`src/hw/mrc_pkg.sv`:
```
// Purpose: shared constants, types and register map of the reset controller
// Assumes: 32-bit apb data, one register per aligned word
// Notes:   offsets and field positions are used by the rtl and the bench
package mrc_pkg;

  // ----------------------------------------------------------------
  // apb register map
  // ----------------------------------------------------------------
  localparam int unsigned ADDR_W                 = 8;
  localparam logic [7:0]  OFF_PROC_MODE_REG0     = 8'h00;
  localparam logic [7:0]  OFF_WATCHDOG_CTRL_REG  = 8'h04;
  localparam logic [7:0]  OFF_CLOCK_MODE_REG0    = 8'h08;
  localparam logic [7:0]  OFF_COUNT_PRESC_REG    = 8'h0c;
  localparam logic [7:0]  OFF_VOLTAGE_CTRL_REG2  = 8'h10;
  localparam logic [7:0]  OFF_RESET_STATUS_REG   = 8'h14;

  // ----------------------------------------------------------------
  // field positions and reset values
  // ----------------------------------------------------------------
  localparam int unsigned BIT_PROC_MODE_SEL_LO   = 0;
  localparam int unsigned BIT_PROC_MODE_SEL_HI   = 1;
  localparam int unsigned BIT_SOFT_RESET_REQ     = 3;
  localparam int unsigned BIT_EXEMPT_MODE        = 4;
  localparam int unsigned BIT_POWER_HISTORY      = 5;
  localparam int unsigned BIT_WDOG_RESET_SEL     = 6;
  localparam int unsigned BIT_LV_RESET_ENABLE    = 6;
  localparam int unsigned BIT_CAUSE_LSB          = 0;
  localparam int unsigned BIT_SYS_IN_RESET       = 4;
  localparam int unsigned PRESC_W                = 8;
  localparam logic [7:0]  PRESC_RST              = 8'h00;
  localparam logic [31:0] RD_ZERO                = 32'h0000_0000;

  // cause bits: which source started the last reset
  localparam int unsigned CAUSE_PIN              = 0;
  localparam int unsigned CAUSE_LV               = 1;
  localparam int unsigned CAUSE_SOFT             = 2;
  localparam int unsigned CAUSE_WDOG             = 3;

  // ----------------------------------------------------------------
  // timing
  // ----------------------------------------------------------------
  localparam int unsigned CLK_MHZ                = 250;
  localparam int unsigned LV_RELEASE_NS          = 1000;
  localparam int unsigned LV_RELEASE_CYC         = (LV_RELEASE_NS * CLK_MHZ + 999) / 1000;
  localparam int unsigned SOFT_HOLD_CYC          = 8;
  localparam int unsigned CNT_W                  = 16;

  // ----------------------------------------------------------------
  // types
  // ----------------------------------------------------------------
  typedef enum logic [2:0] {
    ST_RUN    = 3'h0,
    ST_PIN    = 3'h1,
    ST_LV     = 3'h2,
    ST_LVWAIT = 3'h3,
    ST_SOFT   = 3'h4,
    ST_REL    = 3'h5
  } mrc_state_e;

  typedef struct packed {
    logic wr;
    logic rd;
    logic high_byte_enable_out;
    logic bclk;
    logic hold_ack_out;
    logic drive_n;
  } mrc_bus_pins_s;

  typedef struct packed {
    logic ext_reset_n;
    logic lv_below;
    logic lv_recovered;
    logic proc_mode_pin;
    logic hold_req;
  } mrc_pins_in_s;

  typedef struct packed {
    mrc_state_e              st;
    logic                    wd_sel;
    logic                    lv_en;
    logic                    hist;
    logic                    mode_lo;
    logic                    mode_hi;
    logic                    exempt;
    logic [PRESC_W-1:0]      presc;
    logic [3:0]              cause;
    logic                    sys_rst;
    logic                    port_rst;
    logic                    osc_rst;
    logic                    start;
    mrc_bus_pins_s           bus;
    logic                    pready;
    logic                    pslverr;
    logic [31:0]             prdata;
  } mrc_state_s;

endpackage

```
`src/hw/mrc_reset_ctrl.sv`:
```
// Purpose: combines pin, low-voltage, software and watchdog resets into one
//          synchronous system reset, and holds the bus pins during pin reset in mp mode
// Assumes: rst_i is the power-on reset; pins arrive asynchronously
// Notes:   registers reached over apb, zero wait states
`timescale 1ns/100ps
`default_nettype none

// Contract
// - pin low: ports reset, oscillator reset
// - pin rising: cpu/sfr reset, start at vector
// - pin reset keeps ram, power history flag
// - ram write during pin reset may corrupt
// - mp mode: strobes high, bus clock runs
// - hold ack follows hold; others float inputs
// - low voltage resets like pin reset; here no oscillator reset, and bus pins float in mp mode
// - soft reset bit resets cpu, sfr, ports
// - soft reset keeps mode, history, prescaler
// - watchdog underflow with select resets cpu, sfr, ports
// - watchdog reset keeps same bits
// - processor mode survives soft/watchdog reset
// - low-voltage release waits fixed delay
// - low-voltage reset only when enabled
module mrc_reset_ctrl
  import mrc_pkg::*;
#(
  parameter int unsigned LV_DELAY_CYC = LV_RELEASE_CYC,
  parameter int unsigned SOFT_CYC     = SOFT_HOLD_CYC
) (
  input  wire logic                 sys_clk_i,
  input  wire logic                 rst_i,
  // apb slave
  input  wire logic                 psel,
  input  wire logic                 penable,
  input  wire logic                 pwrite,
  input  wire logic [ADDR_W-1:0]    paddr,
  input  wire logic [31:0]          pwdata,
  output logic      [31:0]          prdata,
  output logic                      pready,
  output logic                      pslverr,
  // asynchronous pins and detector levels
  input  wire mrc_pkg::mrc_pins_in_s pins_i,
  // same-domain event from the watchdog
  input  wire logic                 wdog_underflow_i,
  // reset outputs
  output logic                      sys_reset_o,
  output logic                      port_reset_o,
  output logic                      osc_reset_o,
  output logic                      cpu_start_o,
  output logic [3:0]                reset_cause_o,
  // bus pins while held in reset
  output mrc_pkg::mrc_bus_pins_s    bus_pins_o,
  // preserved sfr state seen by the rest of the chip
  output logic [1:0]                proc_mode_o,
  output logic                      exempt_mode_bit_o,
  output logic                      power_history_flag_o,
  output logic [PRESC_W-1:0]        count_source_prescaler_o
);
  import mrc_pkg::*;

  // ----------------------------------------------------------------
  // address decode
  // ----------------------------------------------------------------
  function automatic logic is_mapped(input logic [ADDR_W-1:0] a);
    is_mapped = (a == OFF_PROC_MODE_REG0)    ||
                (a == OFF_WATCHDOG_CTRL_REG) ||
                (a == OFF_CLOCK_MODE_REG0)   ||
                (a == OFF_COUNT_PRESC_REG)   ||
                (a == OFF_VOLTAGE_CTRL_REG2) ||
                (a == OFF_RESET_STATUS_REG);
  endfunction

  function automatic logic [31:0] read_word(input logic [ADDR_W-1:0] a,
                                            input mrc_state_s s);
    logic [31:0] w;
    w = RD_ZERO;
    unique case (a)
      OFF_PROC_MODE_REG0: begin
        w[BIT_PROC_MODE_SEL_LO] = s.mode_lo;
        w[BIT_PROC_MODE_SEL_HI] = s.mode_hi;
        w[BIT_EXEMPT_MODE]      = s.exempt;
      end
      OFF_WATCHDOG_CTRL_REG: begin
        w[BIT_POWER_HISTORY] = s.hist;
      end
      OFF_CLOCK_MODE_REG0: begin
        w[BIT_WDOG_RESET_SEL] = s.wd_sel;
      end
      OFF_COUNT_PRESC_REG: begin
        w[PRESC_W-1:0] = s.presc;
      end
      OFF_VOLTAGE_CTRL_REG2: begin
        w[BIT_LV_RESET_ENABLE] = s.lv_en;
      end
      OFF_RESET_STATUS_REG: begin
        w[BIT_CAUSE_LSB +: 4]   = s.cause;
        w[BIT_SYS_IN_RESET]     = s.sys_rst;
      end
      default: begin
        w = RD_ZERO;
      end
    endcase
    read_word = w;
  endfunction

  // ----------------------------------------------------------------
  // input synchronisers
  // ----------------------------------------------------------------
  mrc_pins_in_s pin_s;

  mrc_sync #(
    .W ($bits(mrc_pins_in_s))
  ) u_sync (
    .sys_clk_i (sys_clk_i),
    .rst_i     (rst_i),
    .d_i       (pins_i),
    .q_o       (pin_s)
  );

  // ----------------------------------------------------------------
  // release timer shared by low-voltage and soft resets
  // ----------------------------------------------------------------
  logic             dly_load;
  logic [CNT_W-1:0] dly_value;
  logic             dly_done;

  mrc_delay #(
    .W (CNT_W)
  ) u_delay (
    .sys_clk_i (sys_clk_i),
    .rst_i     (rst_i),
    .load_i    (dly_load),
    .value_i   (dly_value),
    .done_o    (dly_done)
  );

  // ----------------------------------------------------------------
  // state
  // ----------------------------------------------------------------
  mrc_state_s s_q;
  mrc_state_s s_d;

  logic pin_low;
  logic lv_active;
  logic apb_setup;
  logic apb_wr;
  logic soft_req;
  logic wdog_req;
  logic hw_entry;

  always_comb begin
    s_d       = s_q;
    dly_load  = 1'b0;
    dly_value = '0;

    pin_low   = ~pin_s.ext_reset_n;
    lv_active = s_q.lv_en & pin_s.lv_below;
    apb_setup = psel & ~penable;
    apb_wr    = psel & penable & s_q.pready & pwrite & ~s_q.pslverr;
    soft_req  = apb_wr & (paddr == OFF_PROC_MODE_REG0) &
                pwdata[BIT_SOFT_RESET_REQ];
    wdog_req  = s_q.wd_sel & wdog_underflow_i;

    // -------------------- sequencer --------------------
    // all sources end in one state machine so the system reset falls
    // on a single clock edge, whatever started it
    s_d.start = 1'b0;
    if (pin_low) begin
      s_d.st = ST_PIN;
    end else if (lv_active) begin
      s_d.st = ST_LV;
    end else begin
      unique case (s_q.st)
        ST_RUN: begin
          if (soft_req || wdog_req) begin
            s_d.st    = ST_SOFT;
            dly_load  = 1'b1;
            dly_value = CNT_W'(SOFT_CYC);
          end
        end
        ST_PIN: begin
          s_d.st = ST_REL;
        end
        ST_LV: begin
          if (pin_s.lv_recovered) begin
            s_d.st    = ST_LVWAIT;
            dly_load  = 1'b1;
            dly_value = CNT_W'(LV_DELAY_CYC);
          end
        end
        ST_LVWAIT: begin
          if (dly_done) begin
            s_d.st = ST_REL;
          end
        end
        ST_SOFT: begin
          if (dly_done) begin
            s_d.st = ST_REL;
          end
        end
        ST_REL: begin
          s_d.st    = ST_RUN;
          s_d.start = 1'b1;
        end
        default: begin
          s_d.st = ST_RUN;
        end
      endcase
    end

    // -------------------- reset outputs --------------------
    s_d.sys_rst  = (s_d.st != ST_RUN);
    s_d.port_rst = (s_d.st == ST_PIN) || (s_d.st == ST_LV) ||
                   (s_d.st == ST_LVWAIT) || (s_d.st == ST_SOFT);
    s_d.osc_rst  = (s_d.st == ST_PIN);

    // -------------------- cause capture --------------------
    hw_entry = ((s_d.st == ST_PIN) && (s_q.st != ST_PIN)) ||
               ((s_d.st == ST_LV) && (s_q.st != ST_LV) && (s_q.st != ST_LVWAIT));
    if ((s_d.st == ST_PIN) && (s_q.st != ST_PIN)) begin
      s_d.cause = 4'h1 << CAUSE_PIN;
    end else if (hw_entry) begin
      s_d.cause = 4'h1 << CAUSE_LV;
    end else if ((s_d.st == ST_SOFT) && (s_q.st == ST_RUN)) begin
      s_d.cause = soft_req ? (4'h1 << CAUSE_SOFT) : (4'h1 << CAUSE_WDOG);
    end

    // -------------------- sfr reset by kind --------------------
    // hardware resets reload the mode from the mode pin; the history
    // flag, ram and the enable of the detector itself are left alone
    if (s_d.st == ST_PIN || s_d.st == ST_LV) begin
      s_d.wd_sel  = 1'b0;
      s_d.presc   = PRESC_RST;
      s_d.mode_lo = pin_s.proc_mode_pin;
      s_d.mode_hi = 1'b0;
      s_d.exempt  = 1'b0;
    end else if (s_d.st == ST_SOFT) begin
      // mode bits, exempt bit, history flag and prescaler survive
      s_d.wd_sel  = 1'b0;
    end

    // -------------------- apb access --------------------
    // writes are dropped while the sfrs are held in reset
    if (apb_wr && !s_q.sys_rst && !pin_low) begin
      unique case (paddr)
        OFF_PROC_MODE_REG0: begin
          s_d.mode_lo = pwdata[BIT_PROC_MODE_SEL_LO];
          s_d.mode_hi = pwdata[BIT_PROC_MODE_SEL_HI];
          s_d.exempt  = pwdata[BIT_EXEMPT_MODE];
        end
        OFF_WATCHDOG_CTRL_REG: begin
          s_d.hist = pwdata[BIT_POWER_HISTORY];
        end
        OFF_CLOCK_MODE_REG0: begin
          s_d.wd_sel = pwdata[BIT_WDOG_RESET_SEL];
        end
        OFF_COUNT_PRESC_REG: begin
          s_d.presc = pwdata[PRESC_W-1:0];
        end
        OFF_VOLTAGE_CTRL_REG2: begin
          s_d.lv_en = pwdata[BIT_LV_RESET_ENABLE];
        end
        default: begin
          s_d.lv_en = s_d.lv_en;
        end
      endcase
    end

    // answer in the first access cycle
    s_d.pready  = apb_setup;
    s_d.pslverr = apb_setup & ~is_mapped(paddr);
    s_d.prdata  = (apb_setup && !pwrite) ? read_word(paddr, s_q) : RD_ZERO;

    // -------------------- bus pins --------------------
    // in microprocessor mode the strobes are driven inactive during pin
    // reset; elsewhere the bus pins float and are handed to the bus unit
    if ((s_d.st == ST_PIN) && pin_s.proc_mode_pin) begin
      s_d.bus.drive_n              = 1'b0;
      s_d.bus.wr                   = 1'b1;
      s_d.bus.rd                   = 1'b1;
      s_d.bus.high_byte_enable_out = 1'b1;
      s_d.bus.bclk                 = ~s_q.bus.bclk;
      s_d.bus.hold_ack_out         = pin_s.hold_req;
    end else begin
      s_d.bus.drive_n              = 1'b1;
      s_d.bus.wr                   = 1'b1;
      s_d.bus.rd                   = 1'b1;
      s_d.bus.high_byte_enable_out = 1'b1;
      s_d.bus.bclk                 = 1'b0;
      s_d.bus.hold_ack_out         = 1'b0;
    end
  end

  // ----------------------------------------------------------------
  // registers
  // ----------------------------------------------------------------
  // rst_i is the power-on reset: only it clears the history flag and the
  // detector enable; ram is never touched here, so a write cut by the pin
  // may leave a bad word
  always_ff @(posedge sys_clk_i or posedge rst_i) begin
    if (rst_i) begin
      s_q                          <= '0;
      s_q.st                       <= ST_PIN;
      s_q.sys_rst                  <= 1'b1;
      s_q.port_rst                 <= 1'b1;
      s_q.osc_rst                  <= 1'b1;
      s_q.presc                    <= PRESC_RST;
      s_q.bus.drive_n              <= 1'b1;
      s_q.bus.wr                   <= 1'b1;
      s_q.bus.rd                   <= 1'b1;
      s_q.bus.high_byte_enable_out <= 1'b1;
    end else begin
      s_q <= s_d;
    end
  end

  // ----------------------------------------------------------------
  // outputs
  // ----------------------------------------------------------------
  assign prdata                   = s_q.prdata;
  assign pready                   = s_q.pready;
  assign pslverr                  = s_q.pslverr;
  assign sys_reset_o              = s_q.sys_rst;
  assign port_reset_o             = s_q.port_rst;
  assign osc_reset_o              = s_q.osc_rst;
  assign cpu_start_o              = s_q.start;
  assign reset_cause_o            = s_q.cause;
  assign bus_pins_o               = s_q.bus;
  assign proc_mode_o              = {s_q.mode_hi, s_q.mode_lo};
  assign exempt_mode_bit_o        = s_q.exempt;
  assign power_history_flag_o     = s_q.hist;
  assign count_source_prescaler_o = s_q.presc;

endmodule
`default_nettype wire

```
`src/hw/mrc_sync.sv`:
```
// Purpose: two-flop synchroniser for a group of level inputs
// Assumes: inputs are quasi-static levels
// Notes:   first stage feeds only the second stage
`timescale 1ns/100ps
`default_nettype none
module mrc_sync #(
  parameter int unsigned W = 1
) (
  input  wire logic         sys_clk_i,
  input  wire logic         rst_i,
  input  wire logic [W-1:0] d_i,
  output logic      [W-1:0] q_o
);
  logic [W-1:0] meta_q;

  always_ff @(posedge sys_clk_i or posedge rst_i) begin
    if (rst_i) begin
      meta_q <= '0;
      q_o    <= '0;
    end else begin
      meta_q <= d_i;
      q_o    <= meta_q;
    end
  end
endmodule
`default_nettype wire

```
`src/hw/mrc_delay.sv`:
```
// Purpose: loadable down counter that reports expiry
// Assumes: load value of at least one
// Notes:   done is a level, high while the count sits at zero
`timescale 1ns/100ps
`default_nettype none
module mrc_delay #(
  parameter int unsigned W = 16
) (
  input  wire logic         sys_clk_i,
  input  wire logic         rst_i,
  input  wire logic         load_i,
  input  wire logic [W-1:0] value_i,
  output logic              done_o
);
  logic [W-1:0] cnt_q;

  always_ff @(posedge sys_clk_i or posedge rst_i) begin
    if (rst_i) begin
      cnt_q <= '0;
    end else if (load_i) begin
      cnt_q <= value_i;
    end else if (cnt_q != '0) begin
      cnt_q <= cnt_q - W'(1);
    end
  end

  assign done_o = (cnt_q == '0);
endmodule
`default_nettype wire

```
`config.mk`:
```
export PLATFORM = sky130hd
export DESIGN_NAME = mrc_reset_ctrl
export DESIGN_NICKNAME = d
export VERILOG_FILES = /design/src/hw/mrc_pkg.sv /design/src/hw/mrc_reset_ctrl.sv /design/src/hw/mrc_sync.sv /design/src/hw/mrc_delay.sv
export SDC_FILE = /design/constraint.sdc
export NUM_CORES = 1
export LEC_CHECK = 0
export BUFFER_PORTS_ARGS = -buffer_cell sky130_fd_sc_hd__buf_2
export CAP_MARGIN = 20
export CORE_ASPECT_RATIO = 0.9
export CORE_MARGIN = 2
export CORE_UTILIZATION = 50
export DETAILED_ROUTE_END_ITERATION = 10
export PLACE_DENSITY = 0.8
export SLEW_MARGIN = 20
export SYNTH_ARGS = -nofsm -noshare
export SYNTH_HDL_FRONTEND = slang
export SYNTH_SLANG_ARGS = --single-unit
```
`constraint.sdc`:
```
create_clock -name sys_clk_i -period 3.2 [get_ports sys_clk_i]
set_clock_uncertainty 0.1 [all_clocks]
set_input_delay 0.96 -clock sys_clk_i [delete_from_list [all_inputs] [get_ports sys_clk_i]]
set_output_delay 0.96 -clock sys_clk_i [all_outputs]
set_load 0.1 [all_outputs]
```
Yosys cells after proc, flatten, opt, wreduce, memory -nomap -nowiden
Index checks and enable logic that the tools add are counted.
{"block": "classes", "add_sub_neg": 1, "eq_ne": 17, "reduce_logical": 30, "bitwise": 14, "muxes": 42}
{"op": "two-way mux 8 bit", "count": 5}
{"op": "two-way mux 16 bit", "count": 2}
{"op": "two-way mux 3 bit", "count": 7}
{"op": "two-way mux 4 bit", "count": 5}
{"op": "== test 8 x 4 -> 1 bit, second input constant", "count": 2}
{"op": "== test 8 x 5 -> 1 bit, second input constant", "count": 2}
{"op": "logical NOT 16 bit", "count": 1}
{"op": "one-hot mux 8 bit (2 select lines)", "count": 1}
{"op": "nonzero test 16 bit", "count": 1}
{"op": "subtractor 16 x 1 -> 16 bit, second input constant", "count": 1}
{"op": "two-way mux 14 bit", "count": 1}
{"op": "two-way mux 1 bit", "count": 13}
{"op": "== test 3 x 2 -> 1 bit, second input constant", "count": 4}
{"op": "one-hot mux 3 bit (4 select lines)", "count": 1}
{"op": "two-way mux 11 bit", "count": 1}
{"op": "bitwise AND 1 bit", "count": 10}
{"op": "logical OR 1 bit", "count": 10}
{"op": "== test 3 bit, second input constant", "count": 3}
{"op": "== test 8 x 3 -> 1 bit, second input constant", "count": 1}
{"op": "logical AND 1 bit", "count": 8}
{"op": "logical NOT 8 bit", "count": 1}
{"op": "== test 3 x 1 -> 1 bit, second input constant", "count": 2}
{"op": "inequality test 3 x 2 -> 1 bit, second input constant", "count": 2}
{"op": "one-hot mux 1 bit (3 select lines)", "count": 2}
{"op": "11 further kinds", "count": 18}
{"block": "totals", "reg_bits": 67, "out_inout_bits": 60, "input_bits": 51}

Longest topological paths before layout
{"block": "logic_depth", "depth_word": 17, "ltp_mapped": 8, "depth_no_buf": 8}

Cells and area by module
Synthesis repeated with hierarchy kept, for this count alone.
{"block": "unflattened", "hier_cells": 349, "hier_area_um2": 3533.4}
{"mod": "mrc_reset_ctrl", "seq_area_each_um2": 957.2, "cells_each": 236, "area_each_um2": 2285.9, "instances": 1}
{"mod": "mrc_delay", "seq_area_each_um2": 400.4, "cells_each": 102, "area_each_um2": 993.5, "instances": 1}
{"mod": "mrc_sync", "seq_area_each_um2": 250.2, "cells_each": 11, "area_each_um2": 254.0, "instances": 1}

Least setup slack after synthesis
Ideal clock, no wire load.
{"block": "synth_timing", "path_kind": "input port to flip-flop", "from": "input paddr[0]", "to": "register u_delay.cnt_q[0]", "setup_slack_ps": 135, "arrival_ps": 2847, "t_required_ps": 2981, "path_buffers": 1, "cell_stages": 7, "cell_sequence": "or4_4 -> nor4b_4 -> a31oi_2 -> nor4b_4 -> nand2b_1 -> buf_4 -> nor2_1"}
{"block": "synth_via", "elab_chain_cells": 9, "elab_cells_between_ends": 10, "cone_classes": "mux (5); bitwise (2); reduce/logical (3)"}
{"element": "from (decl)", "line": "mrc_reset_ctrl.sv:35", "text": "input wire logic [ADDR_W-1:0] paddr,"}
{"element": "logical NOT 8 bit *", "line": "mrc_reset_ctrl.sv:159", "text": "soft_req = apb_wr & (paddr == OFF_PROC_MODE_REG0) &"}
{"element": "bitwise AND 1 bit * (2 in a row)", "line": "mrc_reset_ctrl.sv:159"}
{"element": "logical OR 1 bit *", "line": "mrc_reset_ctrl.sv:174", "text": "if (soft_req || wdog_req) begin"}
{"element": "two-way mux 1 bit *", "line": "mrc_reset_ctrl.sv:174"}
{"element": "one-hot mux 1 bit (2 select lines) *", "line": "mrc_reset_ctrl.sv:172", "text": "unique case (s_q.st)"}
{"element": "two-way mux 1 bit *", "line": "mrc_reset_ctrl.sv:169", "text": "end else if (lv_active) begin"}
{"element": "two-way mux 1 bit *", "line": "mrc_reset_ctrl.sv:167", "text": "if (pin_low) begin"}
{"element": "two-way mux 16 bit or nonzero test 2 bit (tied branches)"}
{"element": "to (signal assigned)", "line": "mrc_delay.sv:21", "text": "cnt_q <= value_i;"}
{"element": "to (signal assigned)", "line": "mrc_delay.sv:23", "text": "cnt_q <= cnt_q - W'(1);"}
{"element": "to (decl)", "line": "mrc_delay.sv:15", "text": "logic [W-1:0] cnt_q;"}
Every way passes the cells marked *; elsewhere a longest branch is shown, timed or not.
A chain may end at the register's enable or synchronous reset.

Worst setup path in the final report
{"block": "layout_timing", "from": "input paddr[0]", "to": "register s_q (netlist bit reset_cause_o[3])"}
{"block": "layout_via", "elab_chain_cells": 14, "elab_cells_between_ends": 21, "cone_classes": "eq/ne (3); mux (8); bitwise (2); reduce/logical (8)"}
{"element": "logical NOT 8 bit *", "line": "mrc_reset_ctrl.sv:159"}
{"element": "bitwise AND 1 bit * (2 in a row)", "line": "mrc_reset_ctrl.sv:159"}
{"element": "logical OR 1 bit", "line": "mrc_reset_ctrl.sv:174"}
{"element": "two-way mux 3 bit", "line": "mrc_reset_ctrl.sv:174"}
{"element": "one-hot mux 3 bit (4 select lines)", "line": "mrc_reset_ctrl.sv:172"}
{"element": "two-way mux 3 bit", "line": "mrc_reset_ctrl.sv:169"}
{"element": "two-way mux 3 bit", "line": "mrc_reset_ctrl.sv:167"}
{"element": "== test 3 x 2 -> 1 bit", "line": "mrc_reset_ctrl.sv:218", "text": "((s_d.st == ST_LV) && (s_q.st != ST_LV) && (s_q.st != ST_LVWAIT));"}
{"element": "logical AND 1 bit (2 in a row)", "line": "mrc_reset_ctrl.sv:218"}
{"element": "logical OR 1 bit", "line": "mrc_reset_ctrl.sv:217", "text": "hw_entry = ((s_d.st == ST_PIN) && (s_q.st != ST_PIN)) ||"}
{"element": "two-way mux 4 bit", "line": "mrc_reset_ctrl.sv:221", "text": "end else if (hw_entry) begin"}
{"element": "two-way mux 4 bit", "line": "mrc_reset_ctrl.sv:219", "text": "if ((s_d.st == ST_PIN) && (s_q.st != ST_PIN)) begin"}
{"element": "to (decl)", "line": "mrc_reset_ctrl.sv:139", "text": "mrc_state_s s_q;"}
Every way passes the cells marked *; elsewhere a longest branch is shown, timed or not. The select of a mux whose other input is x is not followed.

==> qor.yml <==
cts_setup_buffers: 0
first_iter_violations: 169
synth_area_leader_cell: "dfrtp_1"
cp-start-kind: "input port"
die_w_um: 88.3
cts_hold_buf: 0
fin_tns_setup_ps: 0
yosys.cell_types.count: 43
ir_drop_uv: 428
final.min_clock_period_ps: 2790
drt_pass1_iterations: 5
status: "finished clean"
grt_max_degree: 28
syn_area_um2: 3200
dp.cells: 449
p_leak_nw: 1.78
yosys_warnings: 0
dpl.hpwl_um: 4440
yosys-top-cells-count: "59 x dfrtp_1, 53 x buf_4, 36 x nand2_1, 36 x nor2_1, 20 x o21ai_0"
min_path_type: "reg -> reg"
gp_congestion: 0.841
final_cell_count_no_fill: 465
initial_core_util_pct: 52.1
clockBufferDepth: 2
grt_pass1_vias: 2124
crit_type: "in -> reg"
synth.top_cells.by_area: "dfrtp_1 46%, buf_4 12%, nand2_1 4.2%"
insertion_delay_ps: 330
antenna_found_initial: 0
via_per_inst: 4.98
wl_per_cell_um: 12.9
crit_arrival_ps: 2890
period_share_pct: 87.2
cts_made_buffers: 9
drv_cap: 0
drt-total-wl_um: 6000
fmaxAchievable_mhz: 359
final_layout_size_suffix_gt1_share_pct: 27.2
pin_count: 111
synth_flop_cell: "dfrtp_1"
pwr_density_cell_nw_per_um2: 706
fill_cells: 530
whs_path_depth: 0
diodes: 0
clock-sinks: 64
synth.most_common_cell: "dfrtp_1"
numPortBuffers: 59
fp.dieH_um: 79.9
drc: 0
timing.rr.end: "s_q[61]"
netlist_instances: 324
whs_ps: 252
ant_nets: 0
required_ps: 3300
path_clk_slew_ps: 70
seq_area_frac_synth_pct: 50.2
grt_pass1_wl_um: 9890
tightest_slew_ps: 578
relSlewSlack_pct: 61.5
hold_viol_final: 0
total_power_mw: 2.56
std_cell_rows: 27
dieArea_um2: 7060
nNetsFinal: 426
grt-ovfl-total: 0
crit_path_max_fanout: 9
core_area_um2: 6150
cts_tree: "yes"
ctsResizeCount: 0
ys_async_sr_fraction_pct: 100
setup_viol: 0
cp-end-kind: "flop"
htree_levels: 3
grt_usage_pct: 17.9
rrSetupSlack_ps: 760
syn_to_final_growth_pct: 13.3
synth.top_cell.area_share_pct: 46.1
r2r_start: "u_delay.cnt_q[0]"
synth-edff-count: 0
vias: 2318
worstHoldStart: "u_sync.meta_q[4]"
reg2regPathDepth: 9
rsz0062_at_grt: "no"
slew_violations: 0
avgSynthCellArea_um2: 9.88
hold_end: "u_sync.q_o[4]"
ys_ff_latch: 64
clockRootBuffer: "clkbuf_8"
==> where the power goes <==
group / switching [mW] / internal (mW) / total (mW)
clock network: 0.287 / 0.561 / 0.848
logic: 0.479 / 0.202 / 0.681
registers: 0.107 / 0.925 / 1.03
total: 0.873 / 1.69 / 2.56
==> stage by stage <==
step                      utilization, %  area (µm²)  setup WS [ps]
after global placement              54.9        3380            141
after detailed placement            54.9        3380            110
after global routing                59.0        3630            293
after CTS                           59.0        3630            406
after floorplan                        -        3290            135
final                               59.0        3630            411
==> worst max path at each step <==
| stage | from | end | slack, ps | cells after the start |
|---|---|---|---|---|
| final | paddr[0] | reset_cause_o[3] | 410 | 8 |
| after global routing | paddr[0] | reset_cause_o[3] | 290 | 8 |
| after CTS | paddr[0] | reset_cause_o[3] | 410 | 8 |
| after detailed placement | paddr[0] | reset_cause_o[3] | 110 | 8 |
| after global placement | paddr[0] | reset_cause_o[3] | 140 | 8 |
| after floorplan | paddr[0] | u_delay.cnt_q[0] | 130 | 7 |
==> registers in the layout (all words and copies together), names as in the netlist, 2 cells and up <==
signal / flops
bus_pins_o: 3
count_source_prescaler_o: 8
prdata: 8
proc_mode_o: 2
reset_cause_o: 4
s_q: 5
u_delay.cnt_q: 16
u_sync.meta_q: 5
u_sync.q_o: 5
==> logic make-up after synthesis <==
kind of cell / Yosys count / share of synthesized area (%)
and+or+nand+nor: 132 / 21.7
buffers and inverters: 66 / 14.0
DFF: 64 / 50.2
AOI/OAI and AO/OA: 39 / 7.51
xor gates and xnor gates: 13 / 3.56
muxes: 6 / 1.99
adders and majority gates: 2 / 0.782
other: 2 / 0.235
==> worst max-delay path, cell delays in order <==
cell and delay (ps):
buf_2 100, or4_4 560, nor4b_4 320, a31oi_2 190, nor4b_4 280, buf_4 190, nand4_1 130, nor3b_1 160
==> layer usage <==
metal	GRT usage, %	wire length [µm]
met1	25.9	2890
met5	0	0
met3	2.59	304
met2	27.0	2750
met4	7.12	58
==> placed cells by master (no fill, tap or decap), types with 3 or more instances in the layout <==
cell type / synthesis / routed
a21oi_1: 8 / 8
a222oi_1: 3 / 3
and3_1: 5 / 5
buf_2: 1 / 59
buf_4: 53 / 14
bufinv_16: 0 / 3
clkbuf_8: 0 / 11
conb_1: 2 / 27
dfrtp_1: 59 / 59
dfstp_2: 5 / 5
inv_1: 6 / 5
mux2_2: 3 / 3
mux2i_1: 3 / 3
nand2_1: 36 / 36
nand2b_1: 8 / 8
nand3_1: 7 / 7
nand4_1: 4 / 4
nor2_1: 36 / 36
nor3_1: 10 / 10
nor3b_1: 4 / 4
nor4_1: 3 / 3
o21ai_0: 20 / 20
xnor2_1: 5 / 5
xor2_1: 8 / 8
==> cell type report <==
type / count / area [µm²] / area share, %
sequential: 64 / 1610 / 44.3
multi-input combinational: 219 / 1240 / 34.1
timing repair buffer: 73 / 400 / 11.0
clock buffer: 13 / 159 / 4.38
tap: 87 / 109 / 3.00
clock inverter: 3 / 90.1 / 2.48
inverter: 6 / 22.5 / 0.621
(Power assumes the default switching activity.)
